### config.mk
export PLATFORM = sky130hd
export DESIGN_NAME = line_tuning_ctrl
export DESIGN_NICKNAME = d
export VERILOG_FILES = /design/src/pin_sync.v /design/src/line_tuning_ctrl.v
export VERILOG_INCLUDE_DIRS = /design/src /design/src/src
export SDC_FILE = /design/constraint.sdc
export NUM_CORES = 1
export LEC_CHECK = 0
export ABC_AREA = 1
export BUFFER_PORTS_ARGS = -buffer_cell sky130_fd_sc_hd__clkbuf_2
export CAP_MARGIN = 40
export CORE_MARGIN = 4
export CORE_UTILIZATION = 30
export CTS_CLUSTER_SIZE = 20
export DETAILED_ROUTE_END_ITERATION = 6
export PLACE_DENSITY = 0.58
export SLEW_MARGIN = 10
export SYNTH_ARGS = -nofsm -noshare
export SYNTH_HDL_FRONTEND = slang
export SYNTH_SLANG_ARGS = --single-unit
### constraint.sdc
create_clock -name aclk -period 1.5 [get_ports aclk]
set_input_delay 0.3 -clock aclk [delete_from_list [all_inputs] [get_ports aclk]]
set_output_delay 0.3 -clock aclk [all_outputs]
set_load 0.02 [all_outputs]
### src/line_tuning_defines.vh
`ifndef LINE_TUNING_DEFINES_VH
`define LINE_TUNING_DEFINES_VH

// Bus geometry
`define LT_ADDR_W           8
`define LT_DATA_W           32

// Printed register index and the byte address derived from it
`define LT_TUNING_INDEX     8'h12
`define LT_TUNING_ADDR      (`LT_TUNING_INDEX * 4)
`define LT_SOFT_CTRL_ADDR   8'h00
`define LT_STATUS_ADDR      8'h04

// Tuning register fields
`define LT_GAUGE_HI_BIT     7
`define LT_GAUGE_LO_BIT     6
`define LT_TX_HANDOVER_BIT  5
`define LT_RX_HANDOVER_BIT  4
`define LT_SLICE_HI_BIT     3
`define LT_SLICE_LO_BIT     2
`define LT_EQ_HI_BIT        1
`define LT_EQ_LO_BIT        0
`define LT_TUNING_RESET     8'h00

// Soft control register fields
`define LT_SOFT_TX_ON_BIT   0
`define LT_SOFT_RX_TERM_BIT 1
`define LT_SOFT_CTRL_RESET  2'h0

// Status register fields
`define LT_ST_TX_EN_BIT     0
`define LT_ST_RX_TERM_BIT   1
`define LT_ST_HOST_BIT      2
`define LT_ST_TX_PIN_BIT    3
`define LT_ST_RX_PIN_BIT    4

// Field codes
`define LT_GAUGE_MIXED      2'h0
`define LT_GAUGE_22         2'h1
`define LT_GAUGE_24         2'h2
`define LT_GAUGE_26         2'h3
`define LT_SLICE_DOWN       2'h1
`define LT_SLICE_UP         2'h2
`define LT_EQ_CUT_1DB       2'h1
`define LT_EQ_CUT_3DB       2'h2

// Bus responses
`define LT_RESP_OKAY        2'h0
`define LT_RESP_SLVERR      2'h2

`endif

### src/pin_sync.v
`timescale 1ns/1ps
module pin_sync #(
    parameter WIDTH = 3
) (
    input  wire             aclk,
    input  wire             aresetn,
    input  wire [WIDTH-1:0] pin_in,
    output wire [WIDTH-1:0] pin_sync_out
);

    genvar i;
    generate
        for (i = 0; i < WIDTH; i = i + 1) begin : g_bit
            reg meta_q;
            reg sync_q;
            // Only the second stage is visible outside
            always @(posedge aclk) begin
                if (!aresetn) begin
                    meta_q <= 1'b0;
                    sync_q <= 1'b0;
                end else begin
                    meta_q <= pin_in[i];
                    sync_q <= meta_q;
                end
            end
            assign pin_sync_out[i] = sync_q;
        end
    endgenerate

endmodule

### src/line_tuning_ctrl.v
// What this block does
// - Eight-bit read/write tuning register at index 0x12, resets to zero.
// - Wire gauge bits 7:6: 00 mixed 22/24, 01 22, 10 24, 11 26 gauge.
// - Host mode, bit 5 set: transmit on/off follows the hardware pin.
// - Host mode, bit 4 set: receive termination follows its select pin.
// - Slicer bits 3:2: 00/11 normal, 01 lower 5%, 10 raise 5%.
// - Equalizer bits 1:0: 00/11 normal, 01 cut 1 dB, 10 cut 3 dB.
//
// Design decision made here: the AXI4-Lite slave port.
`timescale 1ns/1ps
`include "line_tuning_defines.vh"
module line_tuning_ctrl (
    input  wire                  aclk,
    input  wire                  aresetn,
    input  wire [`LT_ADDR_W-1:0] s_axi_awaddr,
    input  wire [2:0]            s_axi_awprot,
    input  wire                  s_axi_awvalid,
    output reg                   s_axi_awready,
    input  wire [`LT_DATA_W-1:0] s_axi_wdata,
    input  wire [3:0]            s_axi_wstrb,
    input  wire                  s_axi_wvalid,
    output reg                   s_axi_wready,
    output reg  [1:0]            s_axi_bresp,
    output reg                   s_axi_bvalid,
    input  wire                  s_axi_bready,
    input  wire [`LT_ADDR_W-1:0] s_axi_araddr,
    input  wire [2:0]            s_axi_arprot,
    input  wire                  s_axi_arvalid,
    output reg                   s_axi_arready,
    output reg  [`LT_DATA_W-1:0] s_axi_rdata,
    output reg  [1:0]            s_axi_rresp,
    output reg                   s_axi_rvalid,
    input  wire                  s_axi_rready,
    input  wire                  host_mode_pin,
    input  wire                  tx_enable_pin,
    input  wire                  rx_termination_select_pin,
    output reg                   gauge_mixed_q,
    output reg                   gauge_22_q,
    output reg                   gauge_24_q,
    output reg                   gauge_26_q,
    output reg                   slice_lower_q,
    output reg                   slice_raise_q,
    output reg                   eq_cut_1db_q,
    output reg                   eq_cut_3db_q,
    output reg                   tx_enable_q,
    output reg                   rx_termination_q
);

    // Pins come from outside the clock domain
    wire [2:0] pins_sync;
    wire       host_mode_s;
    wire       tx_pin_s;
    wire       rx_pin_s;

    pin_sync #(
        .WIDTH        (3)
    ) u_pin_sync (
        .aclk         (aclk),
        .aresetn      (aresetn),
        .pin_in       ({rx_termination_select_pin, tx_enable_pin,
                        host_mode_pin}),
        .pin_sync_out (pins_sync)
    );

    assign host_mode_s = pins_sync[0];
    assign tx_pin_s    = pins_sync[1];
    assign rx_pin_s    = pins_sync[2];

    // Register state
    reg  [7:0] tuning_q;
    reg  [1:0] soft_ctrl_q;

    wire [1:0] gauge_sel;
    wire [1:0] slice_sel;
    wire [1:0] eq_sel;
    wire       tx_handover;
    wire       rx_handover;

    assign gauge_sel   = {tuning_q[`LT_GAUGE_HI_BIT],
                          tuning_q[`LT_GAUGE_LO_BIT]};
    assign slice_sel   = {tuning_q[`LT_SLICE_HI_BIT],
                          tuning_q[`LT_SLICE_LO_BIT]};
    assign eq_sel      = {tuning_q[`LT_EQ_HI_BIT],
                          tuning_q[`LT_EQ_LO_BIT]};
    assign tx_handover = tuning_q[`LT_TX_HANDOVER_BIT];
    assign rx_handover = tuning_q[`LT_RX_HANDOVER_BIT];

    // Write channel state
    reg                  aw_full_q;
    reg                  w_full_q;
    reg [`LT_ADDR_W-1:0] awaddr_q;
    reg [7:0]            wdata_q;
    reg [3:0]            wstrb_q;

    wire aw_take;
    wire w_take;
    wire wr_exec;
    wire b_done;
    wire ar_take;
    wire r_done;

    assign aw_take = s_axi_awvalid && s_axi_awready;
    assign w_take  = s_axi_wvalid && s_axi_wready;
    assign wr_exec = aw_full_q && w_full_q && !s_axi_bvalid;
    assign b_done  = s_axi_bvalid && s_axi_bready;
    assign ar_take = s_axi_arvalid && s_axi_arready;
    assign r_done  = s_axi_rvalid && s_axi_rready;

    wire wr_tuning;
    wire wr_soft;
    wire wr_status;
    wire wr_mapped;

    // Word-aligned decode; the low two address bits are ignored
    localparam [31:0]           TUNING_BYTE = `LT_TUNING_ADDR;
    localparam [`LT_ADDR_W-1:0] SOFT_BYTE   = `LT_SOFT_CTRL_ADDR;
    localparam [`LT_ADDR_W-1:0] STATUS_BYTE = `LT_STATUS_ADDR;
    localparam [`LT_ADDR_W-3:0] TUNING_WORD = TUNING_BYTE[`LT_ADDR_W-1:2];
    localparam [`LT_ADDR_W-3:0] SOFT_WORD   = SOFT_BYTE[`LT_ADDR_W-1:2];
    localparam [`LT_ADDR_W-3:0] STATUS_WORD = STATUS_BYTE[`LT_ADDR_W-1:2];
    assign wr_tuning = (awaddr_q[`LT_ADDR_W-1:2] == TUNING_WORD);
    assign wr_soft   = (awaddr_q[`LT_ADDR_W-1:2] == SOFT_WORD);
    assign wr_status = (awaddr_q[`LT_ADDR_W-1:2] == STATUS_WORD);
    assign wr_mapped = wr_tuning || wr_soft || wr_status;

    // Address and data may arrive in either order; each is held until both
    always @(posedge aclk) begin
        if (!aresetn) begin
            aw_full_q     <= 1'b0;
            w_full_q      <= 1'b0;
            awaddr_q      <= {`LT_ADDR_W{1'b0}};
            wdata_q       <= 8'h00;
            wstrb_q       <= 4'h0;
            s_axi_awready <= 1'b1;
            s_axi_wready  <= 1'b1;
            s_axi_bvalid  <= 1'b0;
            s_axi_bresp   <= `LT_RESP_OKAY;
        end else begin
            if (aw_take) begin
                aw_full_q     <= 1'b1;
                awaddr_q      <= s_axi_awaddr;
                s_axi_awready <= 1'b0;
            end
            if (w_take) begin
                w_full_q     <= 1'b1;
                wdata_q      <= s_axi_wdata[7:0];
                wstrb_q      <= s_axi_wstrb;
                s_axi_wready <= 1'b0;
            end
            if (wr_exec) begin
                aw_full_q    <= 1'b0;
                w_full_q     <= 1'b0;
                s_axi_bvalid <= 1'b1;
                s_axi_bresp  <= wr_mapped ? `LT_RESP_OKAY
                                          : `LT_RESP_SLVERR;
            end
            if (b_done) begin
                s_axi_bvalid  <= 1'b0;
                s_axi_awready <= 1'b1;
                s_axi_wready  <= 1'b1;
            end
        end
    end

    // Registers; only lane 0 carries data since fields are eight bits
    always @(posedge aclk) begin
        if (!aresetn) begin
            tuning_q    <= `LT_TUNING_RESET;
            soft_ctrl_q <= `LT_SOFT_CTRL_RESET;
        end else if (wr_exec && wstrb_q[0]) begin
            if (wr_tuning)
                tuning_q <= wdata_q;
            if (wr_soft)
                soft_ctrl_q <= wdata_q[1:0];
        end
    end

    // Read path
    reg  [`LT_DATA_W-1:0] rd_word;
    reg                   rd_hit;
    wire [4:0]            status_bits;

    assign status_bits = {rx_pin_s, tx_pin_s, host_mode_s,
                          rx_termination_q, tx_enable_q};

    always @* begin
        rd_word = {`LT_DATA_W{1'b0}};
        rd_hit  = 1'b1;
        case (s_axi_araddr[`LT_ADDR_W-1:2])
            TUNING_WORD: begin
                rd_word[7:0] = tuning_q;
            end
            SOFT_WORD: begin
                rd_word[1:0] = soft_ctrl_q;
            end
            STATUS_WORD: begin
                rd_word[4:0] = status_bits;
            end
            default: begin
                rd_hit = 1'b0;
            end
        endcase
    end

    always @(posedge aclk) begin
        if (!aresetn) begin
            s_axi_arready <= 1'b1;
            s_axi_rvalid  <= 1'b0;
            s_axi_rdata   <= {`LT_DATA_W{1'b0}};
            s_axi_rresp   <= `LT_RESP_OKAY;
        end else begin
            if (ar_take) begin
                s_axi_arready <= 1'b0;
                s_axi_rvalid  <= 1'b1;
                s_axi_rdata   <= rd_word;
                s_axi_rresp   <= rd_hit ? `LT_RESP_OKAY
                                        : `LT_RESP_SLVERR;
            end else if (r_done) begin
                s_axi_rvalid  <= 1'b0;
                s_axi_arready <= 1'b1;
            end
        end
    end

    // Decoded line settings, one flop per output
    reg g_mixed_d;
    reg g_22_d;
    reg g_24_d;
    reg g_26_d;
    reg sl_lower_d;
    reg sl_raise_d;
    reg eq_1_d;
    reg eq_3_d;
    reg tx_en_d;
    reg rx_term_d;

    always @* begin
        g_mixed_d = 1'b0;
        g_22_d    = 1'b0;
        g_24_d    = 1'b0;
        g_26_d    = 1'b0;
        case (gauge_sel)
            `LT_GAUGE_MIXED: g_mixed_d = 1'b1;
            `LT_GAUGE_22:    g_22_d    = 1'b1;
            `LT_GAUGE_24:    g_24_d    = 1'b1;
            default:         g_26_d    = 1'b1;
        endcase
    end

    always @* begin
        sl_lower_d = 1'b0;
        sl_raise_d = 1'b0;
        // Codes 00 and 11 both leave the threshold nominal
        case (slice_sel)
            `LT_SLICE_DOWN: sl_lower_d = 1'b1;
            `LT_SLICE_UP:   sl_raise_d = 1'b1;
            default: begin
                sl_lower_d = 1'b0;
                sl_raise_d = 1'b0;
            end
        endcase
    end

    always @* begin
        eq_1_d = 1'b0;
        eq_3_d = 1'b0;
        case (eq_sel)
            `LT_EQ_CUT_1DB: eq_1_d = 1'b1;
            `LT_EQ_CUT_3DB: eq_3_d = 1'b1;
            default: begin
                eq_1_d = 1'b0;
                eq_3_d = 1'b0;
            end
        endcase
    end

    // Outside host mode the pins always rule; in host mode the handover
    // bits choose between pin and soft control
    always @* begin
        if (!host_mode_s || tx_handover)
            tx_en_d = tx_pin_s;
        else
            tx_en_d = soft_ctrl_q[`LT_SOFT_TX_ON_BIT];
        if (!host_mode_s || rx_handover)
            rx_term_d = rx_pin_s;
        else
            rx_term_d = soft_ctrl_q[`LT_SOFT_RX_TERM_BIT];
    end

    always @(posedge aclk) begin
        if (!aresetn) begin
            gauge_mixed_q    <= 1'b1;
            gauge_22_q       <= 1'b0;
            gauge_24_q       <= 1'b0;
            gauge_26_q       <= 1'b0;
            slice_lower_q    <= 1'b0;
            slice_raise_q    <= 1'b0;
            eq_cut_1db_q     <= 1'b0;
            eq_cut_3db_q     <= 1'b0;
            tx_enable_q      <= 1'b0;
            rx_termination_q <= 1'b0;
        end else begin
            gauge_mixed_q    <= g_mixed_d;
            gauge_22_q       <= g_22_d;
            gauge_24_q       <= g_24_d;
            gauge_26_q       <= g_26_d;
            slice_lower_q    <= sl_lower_d;
            slice_raise_q    <= sl_raise_d;
            eq_cut_1db_q     <= eq_1_d;
            eq_cut_3db_q     <= eq_3_d;
            tx_enable_q      <= tx_en_d;
            rx_termination_q <= rx_term_d;
        end
    end

    // Protection bits carry no meaning for this block
    wire unused_prot;
    assign unused_prot = ^{s_axi_awprot, s_axi_arprot,
                           s_axi_awaddr[1:0], s_axi_araddr[1:0],
                           wstrb_q[3:1]};

endmodule

==> results.toml, run 1 <==
[placed_design]
place_congestion = 0.840
dp_hpwl_um = 3750
portBuffers = 55

[routing]
num_vias = 1917
avgViaCountPerCell = 4.12
wl_per_cell_um = 10.5
drt_pass1_iterations = 4
drc = 0
ant_nets = 0
wl_um = 4880
drt_iter0_drc = 128

[timing]
hold_violations = 0
clock.fmax_mhz = 797
fin_crit_ns = 1.25
setup_viol = 0
report.final.slew_viol_count = 0
grt_setup_unrepaired = "false"
fin_setup_tns_ns = 0
finClkSkew_ns = 0.00800
period_share_pct = 83.6

[power_and_ir_drop]
p_total_w = 0.00362
power_density_nw_per_um2 = 1260
leakage_nw = 1.33
peakVddDrop_mv = 0.583

[clock_network]
htree_levels = 3
clock-sinks = 58
hold_buffers = 0
cts_root_buffer = "clkbuf_8"
clockBufferDepth = 2
postCtsResizedCells = 0
cts_setup_buffers = 0
clk_latency_ns = 0.34
cts_tree = "built"
numCtsBuffers = 9
clk_pin_slew_ns = 0.07

[floorplanning]
initial_core_util_pct = 30.8
io_pins = 119
dieArea_um2 = 9380
fp.dieH_um = 96.8
dieWidth_um = 96.8
core_um2 = 7690
rows = 32

[synth]
yosysTopAreaCell = "dfxtp_1"
postSynthCellCount = 299
syn-cell-area_um2 = 2370
yosys_register_bits = 58
synth_warnings = 0
synth_area_leaders = "dfxtp_1 (49%), buf_4 (8.6%), nor2_1 (7.3%)"
yosysSeqAreaShare_pct = 49.0
yosys.area.top_type_share_pct = 49.0
syn_area_per_cell_um2 = 7.92
ys_types = 28

[worst_setup_path]
required_ns = 1.72
cp.arrival_ns = 1.47
worstPathMaxFanout = 15
crit_chain = "inv_2, nand3_4, nor2_4, nand2_2, o21ai_0, a21oi_1"
worstSetupPathType = "flip-flop to flip-flop"
max_stage_delay_ns = 0.33
reg2reg_slack_ns = 0.25
cpMaxStageDelayCell = "dfxtp_1"
end_kind = "flip-flop"
startpoint_type = "flip-flop"

[layout]
fillers = 850
drive_gt1_share_pct = 24.8
antenna_cells = 0
area_growth_pct = 21.2
fin_nets = 426

[global_route]
grt_pass1_wl_um = 7870
grt_pass1_vias = 1717
antenna_found_initial = 0
gr-total-overflow = 0
grt_use_total_pct = 10.4
grt_max_degree = 28

[run]
drv_cap = 0

[min_path]
min_path_type = "input pin to flip-flop"

[run_status]
status = "finished, final reports clean"
## worst max-delay path: cells and delay by family, from the launching register on
kind / cells / cell delay, ns
compound gates: 2 / 0.30
simple gates: 3 / 0.41
buf+inv: 1 / 0.08
flops: 1 / 0.33
## cell usage after synthesis (all sizes together)
cell type and count:
dfxtp 58, nor2 51, o21ai 35, nand2 34, buf 32, inv 32, a21oi 22, nand3 16
nor3 6, nand4 5, clkbuf 3, a21boi 1, clkinv 1, conb 1, o211ai 1, o31ai 1
## metrics by stage
step	area, um^2	util [%]	worst slack [ns]	instances	hold slack, ns
6_report	2870	37.3	0.246	465	0.150
5_1_grt	2870	37.3	0.0954	465	0.145
4_1_cts	2870	37.3	0.239	465	0.133
3_5_place_dp	2640	34.4	0.232	449	0.409
3_3_place_gp	2640	34.4	0.233	449	0.400
2_1_floorplan	2460	-	0.321	324	0.390
## cell type report
cell class	instances	area [um^2]	share of cell area (%)
clock inverters	6	90.1	3.14
multi-input cells	198	931	32.4
clock buffers	10	138	4.80
flip-flops and latches	58	1160	40.5
inverters	33	124	4.32
well taps	102	128	4.45
repair buffers	58	298	10.4
## flip-flops by register name, indices dropped and copies added, names as in the netlist, 2 cells and up
signal / flops
u_pin_sync.g_bit.meta_q: 3
s_axi_rdata: 8
u_pin_sync.g_bit.sync_q: 3
soft_ctrl_q: 2
wdata_q: 8
tuning_q: 8
awaddr_q: 6
## cells by family after synthesis
| group | after synthesis | share of synthesized area (%) |
|---|---|---|
| AO/OA/AOI/OAI | 60 | 13.6 |
| buffers and inverters | 68 | 15.6 |
| AND/OR/NAND/NOR | 112 | 21.6 |
| other | 1 | 0.158 |
| flip-flops | 58 | 49.0 |
## per-layer routing
layer,global-route usage [%],wire length [um],vias to the layer above
li1,-,-,1026
met1,13.1,2280,810
met2,15.2,2100,72
met3,4.69,428,9
met4,4.54,74,0
met5,0,0,-
## final timing paths
path                                                              end  depth (start not counted)                                   from
worst max-delay path                         tuning_q[4]$_SDFFE_PN0P_                          6              s_axi_bvalid$_SDFFE_PP0P_
worst min-delay path            u_pin_sync.g_bit[2].meta_q$_SDFF_PN0_                          3              rx_termination_select_pin
worst max register to register               tuning_q[4]$_SDFFE_PN0P_                          6              s_axi_bvalid$_SDFFE_PP0P_
worst min register to register  u_pin_sync.g_bit[2].sync_q$_SDFF_PN0_                          2  u_pin_sync.g_bit[2].meta_q$_SDFF_PN0_
## power by group
group,total [W],internal (W),switching (W),leakage [nW]
logic,0.000359,0.000111,0.000249,0.742
registers,0.00165,0.00161,0.0000423,0.475
clock network,0.00160,0.000982,0.000623,0.112
## cell usage in the layout (no fill, tap or decap)
| cell type | synthesis | routed |
|---|---|---|
| dfxtp_1 | 58 | 58 |
| clkbuf_2 | 0 | 55 |
| nor2_1 | 46 | 46 |
| nand2_1 | 32 | 32 |
| o21ai_0 | 31 | 31 |
| inv_1 | 30 | 30 |
| conb_1 | 1 | 26 |
| a21oi_1 | 20 | 20 |
| nand3_1 | 14 | 14 |
| clkbuf_8 | 0 | 10 |
| nand4_1 | 5 | 5 |
| nor3_1 | 5 | 5 |
| nor2_2 | 3 | 3 |
| buf_4 | 27 | 3 |
| inv_2 | 2 | 2 |
| nor2_4 | 2 | 2 |
| nand2_2 | 2 | 2 |
| o21ai_2 | 2 | 2 |
| a21oi_2 | 2 | 2 |
| o21ai_1 | 2 | 2 |
| bufinv_16 | 0 | 2 |
| clkinv_4 | 0 | 2 |
| nand3_4 | 1 | 1 |
| o31ai_1 | 1 | 1 |
| nand3_2 | 1 | 1 |
| nor3_2 | 1 | 1 |
| clkinv_1 | 1 | 1 |
| o211ai_1 | 1 | 1 |
| a21boi_0 | 1 | 1 |
| clkinvlp_4 | 0 | 1 |
| clkinv_2 | 0 | 1 |
No activity file was read; power rests on OpenSTA's default activity.
==> run 2: changes to the inputs <==
--- a/config.mk
+++ b/config.mk
@@ -13,7 +13,7 @@
 export CORE_UTILIZATION = 30
 export CTS_CLUSTER_SIZE = 20
 export DETAILED_ROUTE_END_ITERATION = 6
-export PLACE_DENSITY = 0.58
+export PLACE_DENSITY = 0.6
 export SLEW_MARGIN = 10
 export SYNTH_ARGS = -nofsm -noshare
 export SYNTH_HDL_FRONTEND = slang
==> constraint.sdc (replaced) <==
create_clock -name aclk -period 1.1 [get_ports aclk]
set_input_delay 0.22 -clock aclk [delete_from_list [all_inputs] [get_ports aclk]]
set_output_delay 0.22 -clock aclk [all_outputs]
set_load 0.02 [all_outputs]
==> run 2 against run 1 <==
Against the previous run: via count up 5.0%; highest routed layer unchanged; sequential power up 37%; final area increased by 10%; critical path depth is the same; critical path type unchanged; clock skew shrank 0.0034 ns; die area stayed put; the run now ends with negative setup slack left; global-route usage is 0.88 points higher; largest cell class unchanged; flip-flop and latch count unchanged.
==> results.toml, run 2 (synthesized netlist as in run 1, its figures left out) <==
[worst_setup_path]
required_ns = 1.32
cp.arrival_ns = 1.36
startpoint_type = "flip-flop"
worstPathMaxFanout = 6
end_kind = "flip-flop"
worstSetupPathType = "flip-flop to flip-flop"

[layout]
antenna_cells = 0
most-common-layout-cells = "dfxtp_1 (54), clkbuf_2 (46), nor2_1 (45)"
layout_commonest_cell = "dfxtp_1"
drive_gt1_share_pct = 32.7
design_area_um2 = 3160
fin_nets = 448
fin_cells = 487
reg.largest.list = "s_axi_rdata (8), tuning_q (8), wdata_q (8)"
area_growth_pct = 33.6

[clock_network]
numCtsBuffers = 9
clockBufferDepth = 2
clk_pin_slew_ns = 0.06
htree_levels = 3
cts_root_buffer = "clkbuf_8"
clk_latency_ns = 0.33
clock-sinks = 58
cts_tree = "built"

[floorplanning]
core_um2 = 7690
dieWidth_um = 96.8
fp.dieH_um = 96.8
dieArea_um2 = 9380
initial_core_util_pct = 30.8
io_pins = 119
rows = 32

[timing]
period_share_pct = 104
holdWs_ns = 0.0783
fin_ws_ns = -0.0441
fin_crit_ns = 1.14
grt_setup_unrepaired = "true"
setup_viol = 6
clock.fmax_mhz = 874
report.final.slew_viol_count = 0
finClkSkew_ns = 0.00462
hold_violations = 0

[placed_design]
portBuffers = 55
dpl_cell_area_um2 = 2800
dp_hpwl_um = 3810
place_congestion = 0.860
dp.cells = 467
dp_slack_ns = -0.0771

[run]
drv_cap = 0

[global_route]
grt_max_degree = 37
antenna_found_initial = 0
grt_pass1_vias = 1909
grt_use_total_pct = 11.3
gr-total-overflow = 0
grt_pass1_wl_um = 8490

[power_and_ir_drop]
p_total_w = 0.00526
power_density_nw_per_um2 = 1660
leakage_nw = 1.50
peakVddDrop_mv = 0.825

[routing]
drc = 0
drt_iter0_drc = 87
drt_pass1_iterations = 4
wl_per_cell_um = 10.4
num_vias = 2013
wl_um = 5080
avgViaCountPerCell = 4.13
ant_nets = 0

[min_path]
min_path_type = "input pin to flip-flop"

[run_status]
violations = "negative setup slack"
status = "finished, violations left"
[run 2: cell count changes in the layout (fill, tap and decap cells not counted), sizes merged]
cell | before | now
clkinv | 4 | 3
nand2 | 34 | 35
buf | 3 | 33
clkbuf | 65 | 57
bufinv | 2 | 3
clkinvlp | 1 | 0
[run 2: final cells by class]
cell class | count | area (um^2)
multi-input cells | 199 | 980
repair buffers | 79 | 513
fillers | 787 | 4530
clock buffers | 11 | 151
clock inverters | 5 | 100
well taps | 102 | 128
inverters | 33 | 124
flip-flops and latches | 58 | 1170
[run 2: critical path: stages, from the launching register on]
cell and delay [ns]:
dfxtp_1 0.38, nand3_4 0.10, nor2_4 0.14, buf_4 0.15, nand2_4 0.08, o21ai_1 0.14, a21oi_1 0.05
[run 2: final timing paths]
path / depth (start not counted) / endpoint / startpoint / slack, ns
hold / removal: 3 / u_pin_sync.g_bit[2].meta_q$_SDFF_PN0_ / rx_termination_select_pin / 0.08
hold reg to reg: 1 / slice_lower_q$_SDFF_PN0_ / tuning_q[3]$_SDFFE_PN0P_ / 0.42
setup / recovery: 6 / tuning_q[4]$_SDFFE_PN0P_ / aw_full_q$_SDFFE_PP0P_ / -0.04
setup reg to reg: 6 / tuning_q[4]$_SDFFE_PN0P_ / aw_full_q$_SDFFE_PP0P_ / -0.04
[run 2: power by group]
group	total, W	internal, W	switching, W	leakage, nW
sequential	0.00226	0.00220	0.0000593	0.475
clock	0.00241	0.00162	0.000790	0.129
combinational	0.000586	0.000220	0.000366	0.898
[run 2: timing repair]
item / in CTS / in global routing
cloned: 0 / 1
endpoints found under the setup margin: 9 / 24
hold buffers: 0 / 0
buffers inserted: 0 / 3
pin swaps: 0 / 1
resized for setup: 7 / 33
[run 2: stage by stage]
stage | utilization (%) | TNS (ns)
floorplan | - | 0
global placement | 36.5 | -0.353
detailed placement | 36.5 | -0.412
CTS | 40.0 | -0.117
global route | 41.1 | -0.915
finish | 41.1 | -0.0841
[run 2: routing by layer]
| metal | GRT usage (%) | wire length [um] | up-vias |
|---|---|---|---|
| met5 | 0 | 0 | - |
| met4 | 5.18 | 100 | 0 |
| met3 | 5.12 | 433 | 9 |
| met2 | 17.5 | 2220 | 76 |
| met1 | 13.3 | 2320 | 858 |
| li1 | - | - | 1070 |
